--- src/hdl/flt_cfg.svh ---
`ifndef FLT_CFG_SVH
`define FLT_CFG_SVH

// ==========================================
// Register map
`define FLT_ADDR_LIMIT_TWO    8'h52
`define FLT_ADDR_DUTY_TWO     8'h53
`define FLT_ADDR_UNLOCK       8'h4A
`define FLT_ADDR_TEMP_OFFSET  8'h4E

// ==========================================
// Reset values
`define FLT_RST_LIMIT_TWO     8'h7F
`define FLT_RST_DUTY_TWO      8'h3F

// ==========================================
// Field positions
`define FLT_UNLOCK_BIT        5
`define FLT_LIMIT_HALF_BIT    7
`define FLT_LIMIT_DEG_MSB     6
`define FLT_DUTY_EXT_MSB      7
`define FLT_DUTY_EXT_LSB      6
`define FLT_DUTY_BASE_MSB     5

// ==========================================
// Widths
`define FLT_REG_W             8

`endif

--- src/hdl/flt_pkg.sv ---
package flt_pkg;

  // ==========================================
  // Register access from the management bus slave
  typedef struct packed {
    logic       wr;
    logic       rd;
    logic [7:0] addr;
    logic [7:0] wdata;
  } flt_reg_req_s;

  // ==========================================
  // Operating modes
  typedef struct packed {
    logic temp_hires;
    logic duty_hires;
    logic pwm_22k5_sel;
  } flt_mode_s;

  // ==========================================
  // Remote diode reading, sign already stripped
  typedef struct packed {
    logic [7:0] degrees;
    logic       half;
  } flt_temp_s;

endpackage : flt_pkg

--- src/hdl/flt_entry_reg.sv ---
`timescale 1ns/1ps
`default_nettype none
`include "flt_cfg.svh"

module flt_entry_reg
  import flt_pkg::*;
#(
  parameter int                         WIDTH     = 8,
  parameter logic [`FLT_REG_W-1:0]      RESET_VAL = 8'h00
) (
  // Clock and reset
  input  wire logic             clk,
  input  wire logic             resetn,
  // Write port
  input  wire logic             wr_en,
  input  wire logic [WIDTH-1:0] wdata,
  // Stored value
  output var  logic [WIDTH-1:0] value
);

  if (WIDTH != `FLT_REG_W) begin : g_width_chk
    $error("flt_entry_reg: WIDTH must equal the register width");
  end

  typedef struct packed {
    logic [WIDTH-1:0] val;
  } flt_ereg_s;

  flt_ereg_s st_q;
  flt_ereg_s st_d;

  always_comb begin
    st_d = st_q;
    if (wr_en) begin
      st_d.val = wdata;
    end
  end

  always_ff @(posedge clk or negedge resetn) begin
    if (!resetn) begin
      st_q.val <= RESET_VAL;
    end else begin
      st_q <= st_d;
    end
  end

  assign value = st_q.val;

endmodule : flt_entry_reg

`default_nettype wire

--- src/hdl/flt_lut_entry_two.sv ---
`timescale 1ns/1ps
`default_nettype none
`include "flt_cfg.svh"

// Summary of operation
// - Low-res temperature mode: limit half bit reads back as zero.
// - High-res: half bit plus seven degree bits, 0 to 127.5 in halves.
// - Low-res: only seven degree bits, 0 to 127 in whole degrees.
// - Remote temperature above limit selects the paired duty value for PWM.
// - Compare uses nine reading bits in high-res, eight in low-res.
// - Limit is always positive; sign bit taken as zero.
// - Table offset register is added to the limit for higher thresholds.
// - Low-res duty mode: two extended duty bits read back as zero.
// - High-res duty at 22.5 kHz: extended bits join the six base bits as duty.
// - Extended duty bits act only when 22.5 kHz PWM is selected.
// - Low-res duty: only the six base bits form the PWM value.

module flt_lut_entry_two
  import flt_pkg::*;
#(
  parameter int REG_W = 8
) (
  // Clock and reset
  input  wire logic         clk,
  input  wire logic         resetn,
  // Register access
  input  wire flt_reg_req_s reg_req,
  output var  logic [7:0]   reg_rdata,
  output var  logic         reg_rvalid,
  // Shared table settings
  input  wire logic [7:0]   unlock_reg,
  input  wire logic [7:0]   temp_offset,
  input  wire flt_mode_s    mode,
  // Measurement
  input  wire flt_temp_s    remote_temp,
  // Duty select toward the PWM generator
  output var  logic         limit_exceeded,
  output var  logic [7:0]   duty_value
);

  // ==========================================
  // Parameter check
  if (REG_W != `FLT_REG_W) begin : g_width_chk
    $error("flt_lut_entry_two: REG_W must equal the register width");
  end

  // ==========================================
  // Helpers
  function automatic logic [7:0] read_mask(input logic [7:0] raw, input logic lowres,
                                           input logic [7:0] clear_bits);
    read_mask = lowres ? (raw & ~clear_bits) : raw;
  endfunction : read_mask

  function automatic logic [7:0] duty_eff(input logic [7:0] raw, input flt_mode_s m);
    // Extended bits only matter at the high PWM rate
    if (m.duty_hires && m.pwm_22k5_sel) begin
      duty_eff = raw;
    end else begin
      duty_eff = {2'b00, raw[`FLT_DUTY_BASE_MSB:0]};
    end
  endfunction : duty_eff

  localparam logic [7:0] LIMIT_LO_MASK = 8'h80;
  localparam logic [7:0] DUTY_LO_MASK  = 8'hC0;

  // ==========================================
  // Entry registers
  logic [7:0] limit_two;
  logic [7:0] duty_two;
  logic       wr_ok;
  logic       wr_limit;
  logic       wr_duty;

  assign wr_ok    = unlock_reg[`FLT_UNLOCK_BIT];
  assign wr_limit = reg_req.wr && wr_ok && (reg_req.addr == `FLT_ADDR_LIMIT_TWO);
  assign wr_duty  = reg_req.wr && wr_ok && (reg_req.addr == `FLT_ADDR_DUTY_TWO);

  flt_entry_reg #(
    .WIDTH     (REG_W),
    .RESET_VAL (`FLT_RST_LIMIT_TWO)
  ) u_limit (
    .clk    (clk),
    .resetn (resetn),
    .wr_en  (wr_limit),
    .wdata  (reg_req.wdata),
    .value  (limit_two)
  );

  flt_entry_reg #(
    .WIDTH     (REG_W),
    .RESET_VAL (`FLT_RST_DUTY_TWO)
  ) u_duty (
    .clk    (clk),
    .resetn (resetn),
    .wr_en  (wr_duty),
    .wdata  (reg_req.wdata),
    .value  (duty_two)
  );

  // ==========================================
  // Limit comparison
  // Limit in half degrees: seven degree bits then the half bit
  logic [9:0] lim_hr;
  logic [9:0] temp_hr;
  logic [8:0] lim_lr;
  logic [8:0] temp_lr;
  logic       cmp_hr;
  logic       cmp_lr;

  // Offset has no sign, so the limit can only move upward
  assign lim_hr  = {2'b00, limit_two[`FLT_LIMIT_DEG_MSB:0], limit_two[`FLT_LIMIT_HALF_BIT]}
                 + {1'b0, temp_offset, 1'b0};
  assign temp_hr = {1'b0, remote_temp.degrees, remote_temp.half};
  assign lim_lr  = {2'b00, limit_two[`FLT_LIMIT_DEG_MSB:0]} + {1'b0, temp_offset};
  assign temp_lr = {1'b0, remote_temp.degrees};
  assign cmp_hr  = temp_hr > lim_hr;
  assign cmp_lr  = temp_lr > lim_lr;

  // ==========================================
  // State
  typedef struct packed {
    logic       above;
    logic [7:0] duty;
    logic [7:0] rdata;
    logic       rvalid;
  } flt_state_s;

  flt_state_s st_q;
  flt_state_s st_d;

  always_comb begin
    st_d        = st_q;
    st_d.above  = mode.temp_hires ? cmp_hr : cmp_lr;
    st_d.duty   = duty_eff(duty_two, mode);
    st_d.rvalid = 1'b0;
    st_d.rdata  = 8'h00;
    // Reads ignore the unlock; only this entry's two offsets answer
    if (reg_req.rd) begin
      case (reg_req.addr)
        `FLT_ADDR_LIMIT_TWO: begin
          st_d.rdata  = read_mask(limit_two, !mode.temp_hires, LIMIT_LO_MASK);
          st_d.rvalid = 1'b1;
        end
        `FLT_ADDR_DUTY_TWO: begin
          st_d.rdata  = read_mask(duty_two, !mode.duty_hires, DUTY_LO_MASK);
          st_d.rvalid = 1'b1;
        end
        default: begin
          st_d.rvalid = 1'b0;
        end
      endcase
    end
  end

  always_ff @(posedge clk or negedge resetn) begin
    if (!resetn) begin
      st_q <= '0;
    end else begin
      st_q <= st_d;
    end
  end

  assign limit_exceeded = st_q.above;
  assign duty_value     = st_q.duty;
  assign reg_rdata      = st_q.rdata;
  assign reg_rvalid     = st_q.rvalid;
endmodule : flt_lut_entry_two

`default_nettype wire

--- config.mk ---
export PLATFORM = sky130hd
export DESIGN_NAME = flt_lut_entry_two
export DESIGN_NICKNAME = d
export VERILOG_FILES = /design/src/hdl/flt_pkg.sv /design/src/hdl/flt_entry_reg.sv /design/src/hdl/flt_lut_entry_two.sv
export VERILOG_INCLUDE_DIRS = /design/src /design/src/hdl
export SDC_FILE = /design/constraint.sdc
export NUM_CORES = 1
export LEC_CHECK = 0
export ABC_AREA = 1
export BUFFER_PORTS_ARGS = -buffer_cell sky130_fd_sc_hd__buf_2
export CORE_ASPECT_RATIO = 1.2
export CORE_UTILIZATION = 39
export CTS_BUF_LIST = sky130_fd_sc_hd__clkbuf_4
export DETAILED_ROUTE_END_ITERATION = 7
export GPL_ROUTABILITY_DRIVEN = 0
export HOLD_SLACK_MARGIN = 0.06
export PLACE_DENSITY_LB_ADDON = 0.25
export RECOVER_POWER = 50
export SYNTH_ARGS = -nofsm -noshare
export SYNTH_HDL_FRONTEND = slang
export SYNTH_HIERARCHICAL = 1
export SYNTH_SLANG_ARGS = --single-unit
--- constraint.sdc ---
create_clock -name clk -period 2.3 [get_ports clk]
set_input_delay 0.115 -clock clk [delete_from_list [all_inputs] [get_ports clk]]
set_output_delay 0.115 -clock clk [all_outputs]
set_load 0.005 [all_outputs]
==> results.py, run 1 <==
metrics = {
    "global_routing": {
        "first_global_vias": 1588,
        "grt_antenna_before_repair": 0,
        "grt_max_degree": 35,
        "grt_overflow": 0,
        "grt_pass1_wl_mm": 6.67,
        "grt_use_total": 0.177,
    },
    "setup_path": {
        "crit_type": "flip-flop to flip-flop",
        "r2r_end": "limit_exceeded$_DFF_PN0_",
        "crit_path_start": "u_limit/value[0]$_DFFE_PN1P_",
        "crit_end": "limit_exceeded$_DFF_PN0_",
        "reg2reg_depth": 20,
        "cp-end-kind": "flip-flop",
        "crit_fanout": 2,
        "r2r-start": "u_limit/value[0]$_DFFE_PN1P_",
        "start_kind": "flip-flop",
        "rrSetupSlack_ns": -0.19,
        "required_ns": 2.58,
        "arrival_ns": 2.77,
    },
    "finish": {
        "final.fill_count": 494,
        "utilization": 0.526,
        "drive_gt1_frac": 0.290,
        "antenna_cells": 0,
        "nNetsFinal": 365,
        "multi_input_area_sq_um": 868,
        "seq_area_sq_um": 867,
        "final_area_sq_um": 2420,
        "syn2layout_area_growth_pct": 29.8,
    },
    "run_status": {
        "violations": "max-capacitance violations, max-slew violations, negative setup slack",
        "run_status": "finished with violations",
    },
    "synthesis": {
        "synth_top_area_frac": 0.282,
        "synth_common_cells": "nand2_1, inv_1, dfrtp_1",
        "ys_seq_area_frac": 0.466,
        "synthTopCellsByArea": "dfrtp_1, dfstp_2, nand2_1",
        "syn_area_sq_um": 1860,
        "synthArstFlopShare": 1.00,
        "postSynthCellCount": 217,
        "syn_area_per_cell_sq_um": 8.58,
        "synth.most_common_cell": "nand2_1",
        "ys_ff_latch": 34,
        "yosys_warnings": 6,
        "synth_nets": 283,
        "synth_cell_types": 23,
        "ys.flop_type": "dfrtp_1",
        "synth_edf_count": 0,
        "synth_largest_area_cell": "dfrtp_1",
    },
    "pwr": {
        "p_sw_frac": 0.262,
        "sequentialPowerShare": 0.571,
        "p_sw_uw": 285,
        "p_leak_uw": 0.00132,
        "peakVddDrop_uv": 274,
        "power_density_nw_per_um2": 451,
        "combPwrFrac": 0.154,
        "p_int_uw": 804,
        "clockPowerShare": 0.275,
    },
    "floorplan": {
        "ioPinCount": 66,
        "fp.dieH_microns": 77.7,
        "dieArea_sq_um": 5050,
        "start_util": 0.405,
        "rows": 27,
        "die_w_microns": 65.1,
        "core_sq_um": 4590,
    },
    "placed_design": {
        "numPortBuffers": 58,
        "dp.final_hpwl_mm": 3.03,
        "place_ws_ns": -0.276,
        "placed_area_sq_um": 2250,
    },
    "routing": {
        "viasPerCell": 4.48,
        "wl_per_cell_microns": 10.9,
        "dr.pass1.iters": 4,
        "wl_mm": 3.90,
        "drt_iter0_drc": 36,
        "post-route-drc-count": 0,
        "detail-route-antenna-nets": 0,
        "vias": 1603,
    },
    "cts": {
        "clock_latency_ns": 0.34,
        "cts-root-buf": "clkbuf_4",
        "clockBufferDepth": 2,
        "numCtsBuffers": 5,
        "postCtsSetupBuffers": 0,
        "clk_pin_slew_ns": 0.10,
        "htreeDepth": 2,
        "clock-sinks": 34,
        "cts_tree": "built",
    },
    "sta": {
        "setup_ws_ns": -0.191,
        "finalMaxSlewViolations": 35,
        "setup_viol_count_final": 1,
        "fmax_ghz": 0.401,
        "layout_min_cycle_time_ns": 2.49,
        "max_slew_margin": -0.155,
        "max_slew.worst_pin.slew_ns": 1.73,
        "fin_crit_sh": 1.08,
        "rsz0062_at_grt": "true",
        "hold_viol_final": 0,
        "finalClockSkew_ns": 0.0111,
    },
    "worst_hold_path": {
        "hold_path.class": "input pin to flip-flop",
    },
    "job": {
        "drv_cap": 1,
    },
}
-- final cells by class --
cell class / count / area share
inverters: 27 / 0.0419
well taps: 58 / 0.0300
multi-input cells: 154 / 0.359
clock inverters: 3 / 0.00466
repair buffers: 77 / 0.190
clock buffers: 5 / 0.0155
flip-flops and latches: 34 / 0.359
-- how the worst min path moves through the flow --
stage / start / end / slack [ns] / depth (start not counted)
finish: reg_req[8] / reg_rdata[7]$_DFF_PN0_ / 0.11 / 4
detailed placement: resetn / duty_value[6]$_DFF_PN0_ / 0.21 / 1
floorplan: resetn / duty_value[0]$_DFF_PN0_ / -0.18 / 0
global route: temp_offset[7] / limit_exceeded$_DFF_PN0_ / 0.12 / 4
global placement: resetn / duty_value[6]$_DFF_PN0_ / 0.21 / 1
CTS: reg_req[15] / reg_rvalid$_DFF_PN0_ / 0.07 / 4
-- metal layers --
| metal | wire, microns | global-route usage | vias to the layer above |
|---|---|---|---|
| met3 | 161 | 0.0324 | 7 |
| met4 | 116 | 0.102 | 0 |
| li1 | - | - | 847 |
| met2 | 1960 | 0.304 | 34 |
| met1 | 1660 | 0.201 | 715 |
| met5 | 0 | 0 | - |
-- cell usage in the layout, fill, tap and decap left out, types with 4 or more instances in the layout --
cell	n
nand3_1	7
clkbuf_4	5
dfrtp_1	21
xnor2_1	4
inv_1	22
a21oi_1	15
buf_2	56
clkinv_1	4
nor2_1	10
dfstp_1	6
ha_1	16
dfstp_2	7
nand2_1	83
inv_2	4
dlygate4sd3_1	13
buf_4	5
-- critical path, cell delays in order, from the launching register on --
cell and delay, ns:
dfstp_2 0.57, ha_4 0.14, inv_2 0.03, fa_2 0.34, inv_2 0.06, nand2_2 0.04
a21oi_2 0.13, nand3_1 0.08, nand2_1 0.08, xnor2_1 0.06, ha_1 0.29, nand2_1 0.07
inv_2 0.06, nand2_2 0.04, nor2_2 0.09, nand2_1 0.06, nand3_1 0.06, nand2_1 0.05
nand2_1 0.05, nand2_1 0.05, nor2_1 0.09
-- state kept, by name (all words and copies together), names as in the netlist --
register / cells
duty_value: 8
reg_rdata: 8
u_duty/value: 8
u_limit/value: 8
limit_exceeded: 1
reg_rvalid: 1
-- logic make-up after synthesis --
family	after synthesis	share of synthesized area
AND/OR/NAND/NOR	112	0.261
XOR/XNOR	6	0.0282
adder cells (fa/ha/maj)	18	0.125
buffers and inverters	29	0.0665
AO/OA/AOI/OAI	18	0.0538
flip-flops	34	0.466
-- per-stage QoR --
step           hold WS [ns]  std cells  power (uW)  TNS (ns)
2_1_floorplan        -0.181        217         711    -0.149
3_3_place_gp          0.214        337         787    -0.162
3_5_place_dp          0.213        337         789    -0.276
4_1_cts              0.0730        358        1120    -0.218
5_1_grt               0.118        358        1160    -0.402
6_report              0.110        358        1090    -0.191
-- power groups by stage --
stage	Combinational, uW	Sequential (uW)	Clock (uW)
2_1_floorplan	77.9	633	0
3_3_place_gp	154	633	0
3_5_place_dp	156	633	0
4_1_cts	175	623	322
5_1_grt	194	624	341
6_report	168	622	300
-- timing repair --
| item | CTS | global route |
|---|---|---|
| pin swaps | 1 | 0 |
| endpoints found under the hold margin | 41 | 0 |
| setup endpoints to repair | 1 | 1 |
| hold buffers | 13 | 0 |
| gates resized for setup | 5 | 2 |
No activity file was read; power rests on OpenSTA's default activity.
==> run 2, diff against run 1 <==
--- a/config.mk
+++ b/config.mk
@@ -14,8 +14,9 @@
 export DETAILED_ROUTE_END_ITERATION = 7
 export GPL_ROUTABILITY_DRIVEN = 0
 export HOLD_SLACK_MARGIN = 0.06
-export PLACE_DENSITY_LB_ADDON = 0.25
+export PLACE_DENSITY = 0.72
 export RECOVER_POWER = 50
+export SKIP_CTS_REPAIR_TIMING = 1
 export SYNTH_ARGS = -nofsm -noshare
 export SYNTH_HDL_FRONTEND = slang
 export SYNTH_HIERARCHICAL = 1
==> constraint.sdc (replaced) <==
create_clock -name clk -period 2.3 [get_ports clk]
set_input_delay 0.115 -clock clk [delete_from_list [all_inputs] [get_ports clk]]
set_output_delay 0.115 -clock clk [all_outputs]
set_load 0.1 [all_outputs]
==> run 2 against run 1 <==
Net effect: the run still ends with max-capacitance violations, max-slew violations, negative setup slack left; fmax is 3.5% lower; routed wire length is 5.6% higher; core utilization is 0.11 points lower; flip-flop and latch count stayed put; total power is 5.4% higher; first-iteration DRC count grew to 2.9 times the previous value; register-to-register slack worse by 0.09 ns; critical path type unchanged.
==> results.py, run 2 (same netlist as run 1, synthesis figures left out) <==
metrics = {
    "cts": {
        "htreeDepth": 2,
        "cts_tree": "built",
        "clk_pin_slew_ns": 0.10,
        "cts-root-buf": "clkbuf_4",
        "clock_latency_ns": 0.33,
        "clockBufferDepth": 2,
        "clock-sinks": 34,
        "numCtsBuffers": 5,
    },
    "global_routing": {
        "grt_max_degree": 35,
        "grt_pass1_wl_mm": 6.67,
        "grt_use_total": 0.175,
        "first_global_vias": 1578,
        "grt_overflow": 0,
        "grt_antenna_before_repair": 0,
    },
    "sta": {
        "fmax_ghz": 0.387,
        "rsz0062_at_grt": "true",
        "setup_viol_count_final": 1,
        "finalClockSkew_ns": 0.00488,
        "fin_crit_sh": 1.12,
        "hold_slack_ns": 0.122,
        "layout_min_cycle_time_ns": 2.58,
        "hold_viol_final": 0,
        "max_slew_margin": -0.159,
        "setup_ws_ns": -0.282,
        "max_slew.worst_pin.slew_ns": 1.74,
        "finalMaxSlewViolations": 35,
    },
    "finish": {
        "syn2layout_area_growth_pct": 29.6,
        "instances_no_fill": 359,
        "antenna_cells": 0,
        "final_cell_mix": "nand2_1, buf_2, inv_1",
        "multi_input_area_sq_um": 853,
        "drive_gt1_frac": 0.286,
        "final_common_cell": "nand2_1",
        "nNetsFinal": 366,
        "seq_area_sq_um": 867,
        "final.fill_count": 460,
    },
    "setup_path": {
        "required_ns": 2.56,
        "crit_type": "flip-flop to flip-flop",
        "crit_fanout": 2,
        "start_kind": "flip-flop",
        "arrival_ns": 2.84,
        "cp-end-kind": "flip-flop",
    },
    "floorplan": {
        "rows": 27,
        "core_sq_um": 4590,
        "start_util": 0.405,
        "die_w_microns": 65.1,
        "ioPinCount": 66,
        "fp.dieH_microns": 77.7,
        "dieArea_sq_um": 5050,
    },
    "placed_design": {
        "placed_cells_incl_taps": 338,
        "numPortBuffers": 58,
        "dp.final_hpwl_mm": 3.20,
    },
    "routing": {
        "post-route-drc-count": 0,
        "detail-route-antenna-nets": 0,
        "drt_iter0_drc": 106,
        "wl_per_cell_microns": 11.5,
        "dr.pass1.iters": 4,
        "vias": 1650,
        "viasPerCell": 4.60,
        "wl_mm": 4.11,
    },
    "pwr": {
        "p_leak_uw": 0.00133,
        "power_density_nw_per_um2": 476,
        "peakVddDrop_uv": 252,
    },
    "run_status": {
        "violations": "max-capacitance violations, max-slew violations, negative setup slack",
        "run_status": "finished with violations",
    },
    "job": {
        "drv_cap": 1,
    },
    "worst_hold_path": {
        "hold_path.class": "input pin to flip-flop",
    },
}
==> run 2: cell count changes in the layout (fill, tap and decap cells not counted), moves of 2 or more <==
cell,change
nand2_1,+2
nand2_2,-2
inv_2,-3
clkinv_1,-2
inv_1,+3
==> run 2: stage by stage <==
step	setup slack (ns)	cell area [sq um]	total power, uW	setup TNS (ns)	util
2_1_floorplan	-0.149	1860	750	-0.149	-
3_3_place_gp	-0.165	2260	828	-0.165	0.491
3_5_place_dp	-0.297	2260	834	-0.297	0.491
4_1_cts	-0.335	2310	1150	-0.335	0.503
5_1_grt	-0.488	2410	1210	-0.488	0.525
6_report	-0.282	2410	1150	-0.282	0.525
==> run 2: area by class of cell <==
class,count,share of cell area
tap,58,0.0301
timing repair buffer,78,0.192
inverter,27,0.0420
clock buffer,5,0.0156
clock inverter,3,0.00674
sequential,34,0.359
multi-input combinational,154,0.354
==> run 2: worst paths after layout <==
kind	startpoint	endpoint	slack (ns)	depth (start not counted)
max	u_limit/value[0]$_DFFE_PN1P_	limit_exceeded$_DFF_PN0_	-0.28	20
min	reg_req[8]	reg_rdata[1]$_DFF_PN0_	0.12	4
max reg2reg	u_limit/value[0]$_DFFE_PN1P_	limit_exceeded$_DFF_PN0_	-0.28	20
min reg2reg	u_duty/value[0]$_DFFE_PN1P_	duty_value[0]$_DFF_PN0_	0.42	0
max in group asynchronous	resetn	reg_rdata[2]$_DFF_PN0_	0.53	2
min in group asynchronous	resetn	reg_rdata[5]$_DFF_PN0_	0.77	2
==> run 2: critical path, cell delays in order (launching register included) <==
cell	delay [ns]
dfstp_2	0.55
ha_1	0.16
inv_1	0.06
fa_2	0.33
inv_1	0.06
nand2_1	0.06
a21oi_2	0.15
nand3_1	0.08
nand2_1	0.07
xnor2_1	0.06
ha_1	0.29
nand2_1	0.07
inv_2	0.05
nand2_1	0.06
nor2_2	0.10
nand2_1	0.06
nand3_1	0.06
nand2_1	0.05
nand2_1	0.05
nand2_1	0.04
nor2_1	0.10
==> run 2: power breakdown <==
group          leakage [uW]  switching (uW)  internal [uW]  total (uW)
clock             0.0000286             201            114         314
combinational      0.000872             130           81.8         212
sequential         0.000426            7.26            615         622
total               0.00133             338            810        1150
==> run 2: metal layers <==
layer  vias to the layer above  GRT usage  routed length, microns
li1                        848          -                       -
met4                         0     0.0522                      35
met3                         4     0.0529                     242
met1                       743      0.196                    1710
met5                         -          0                       0
met2                        55      0.313                    2130
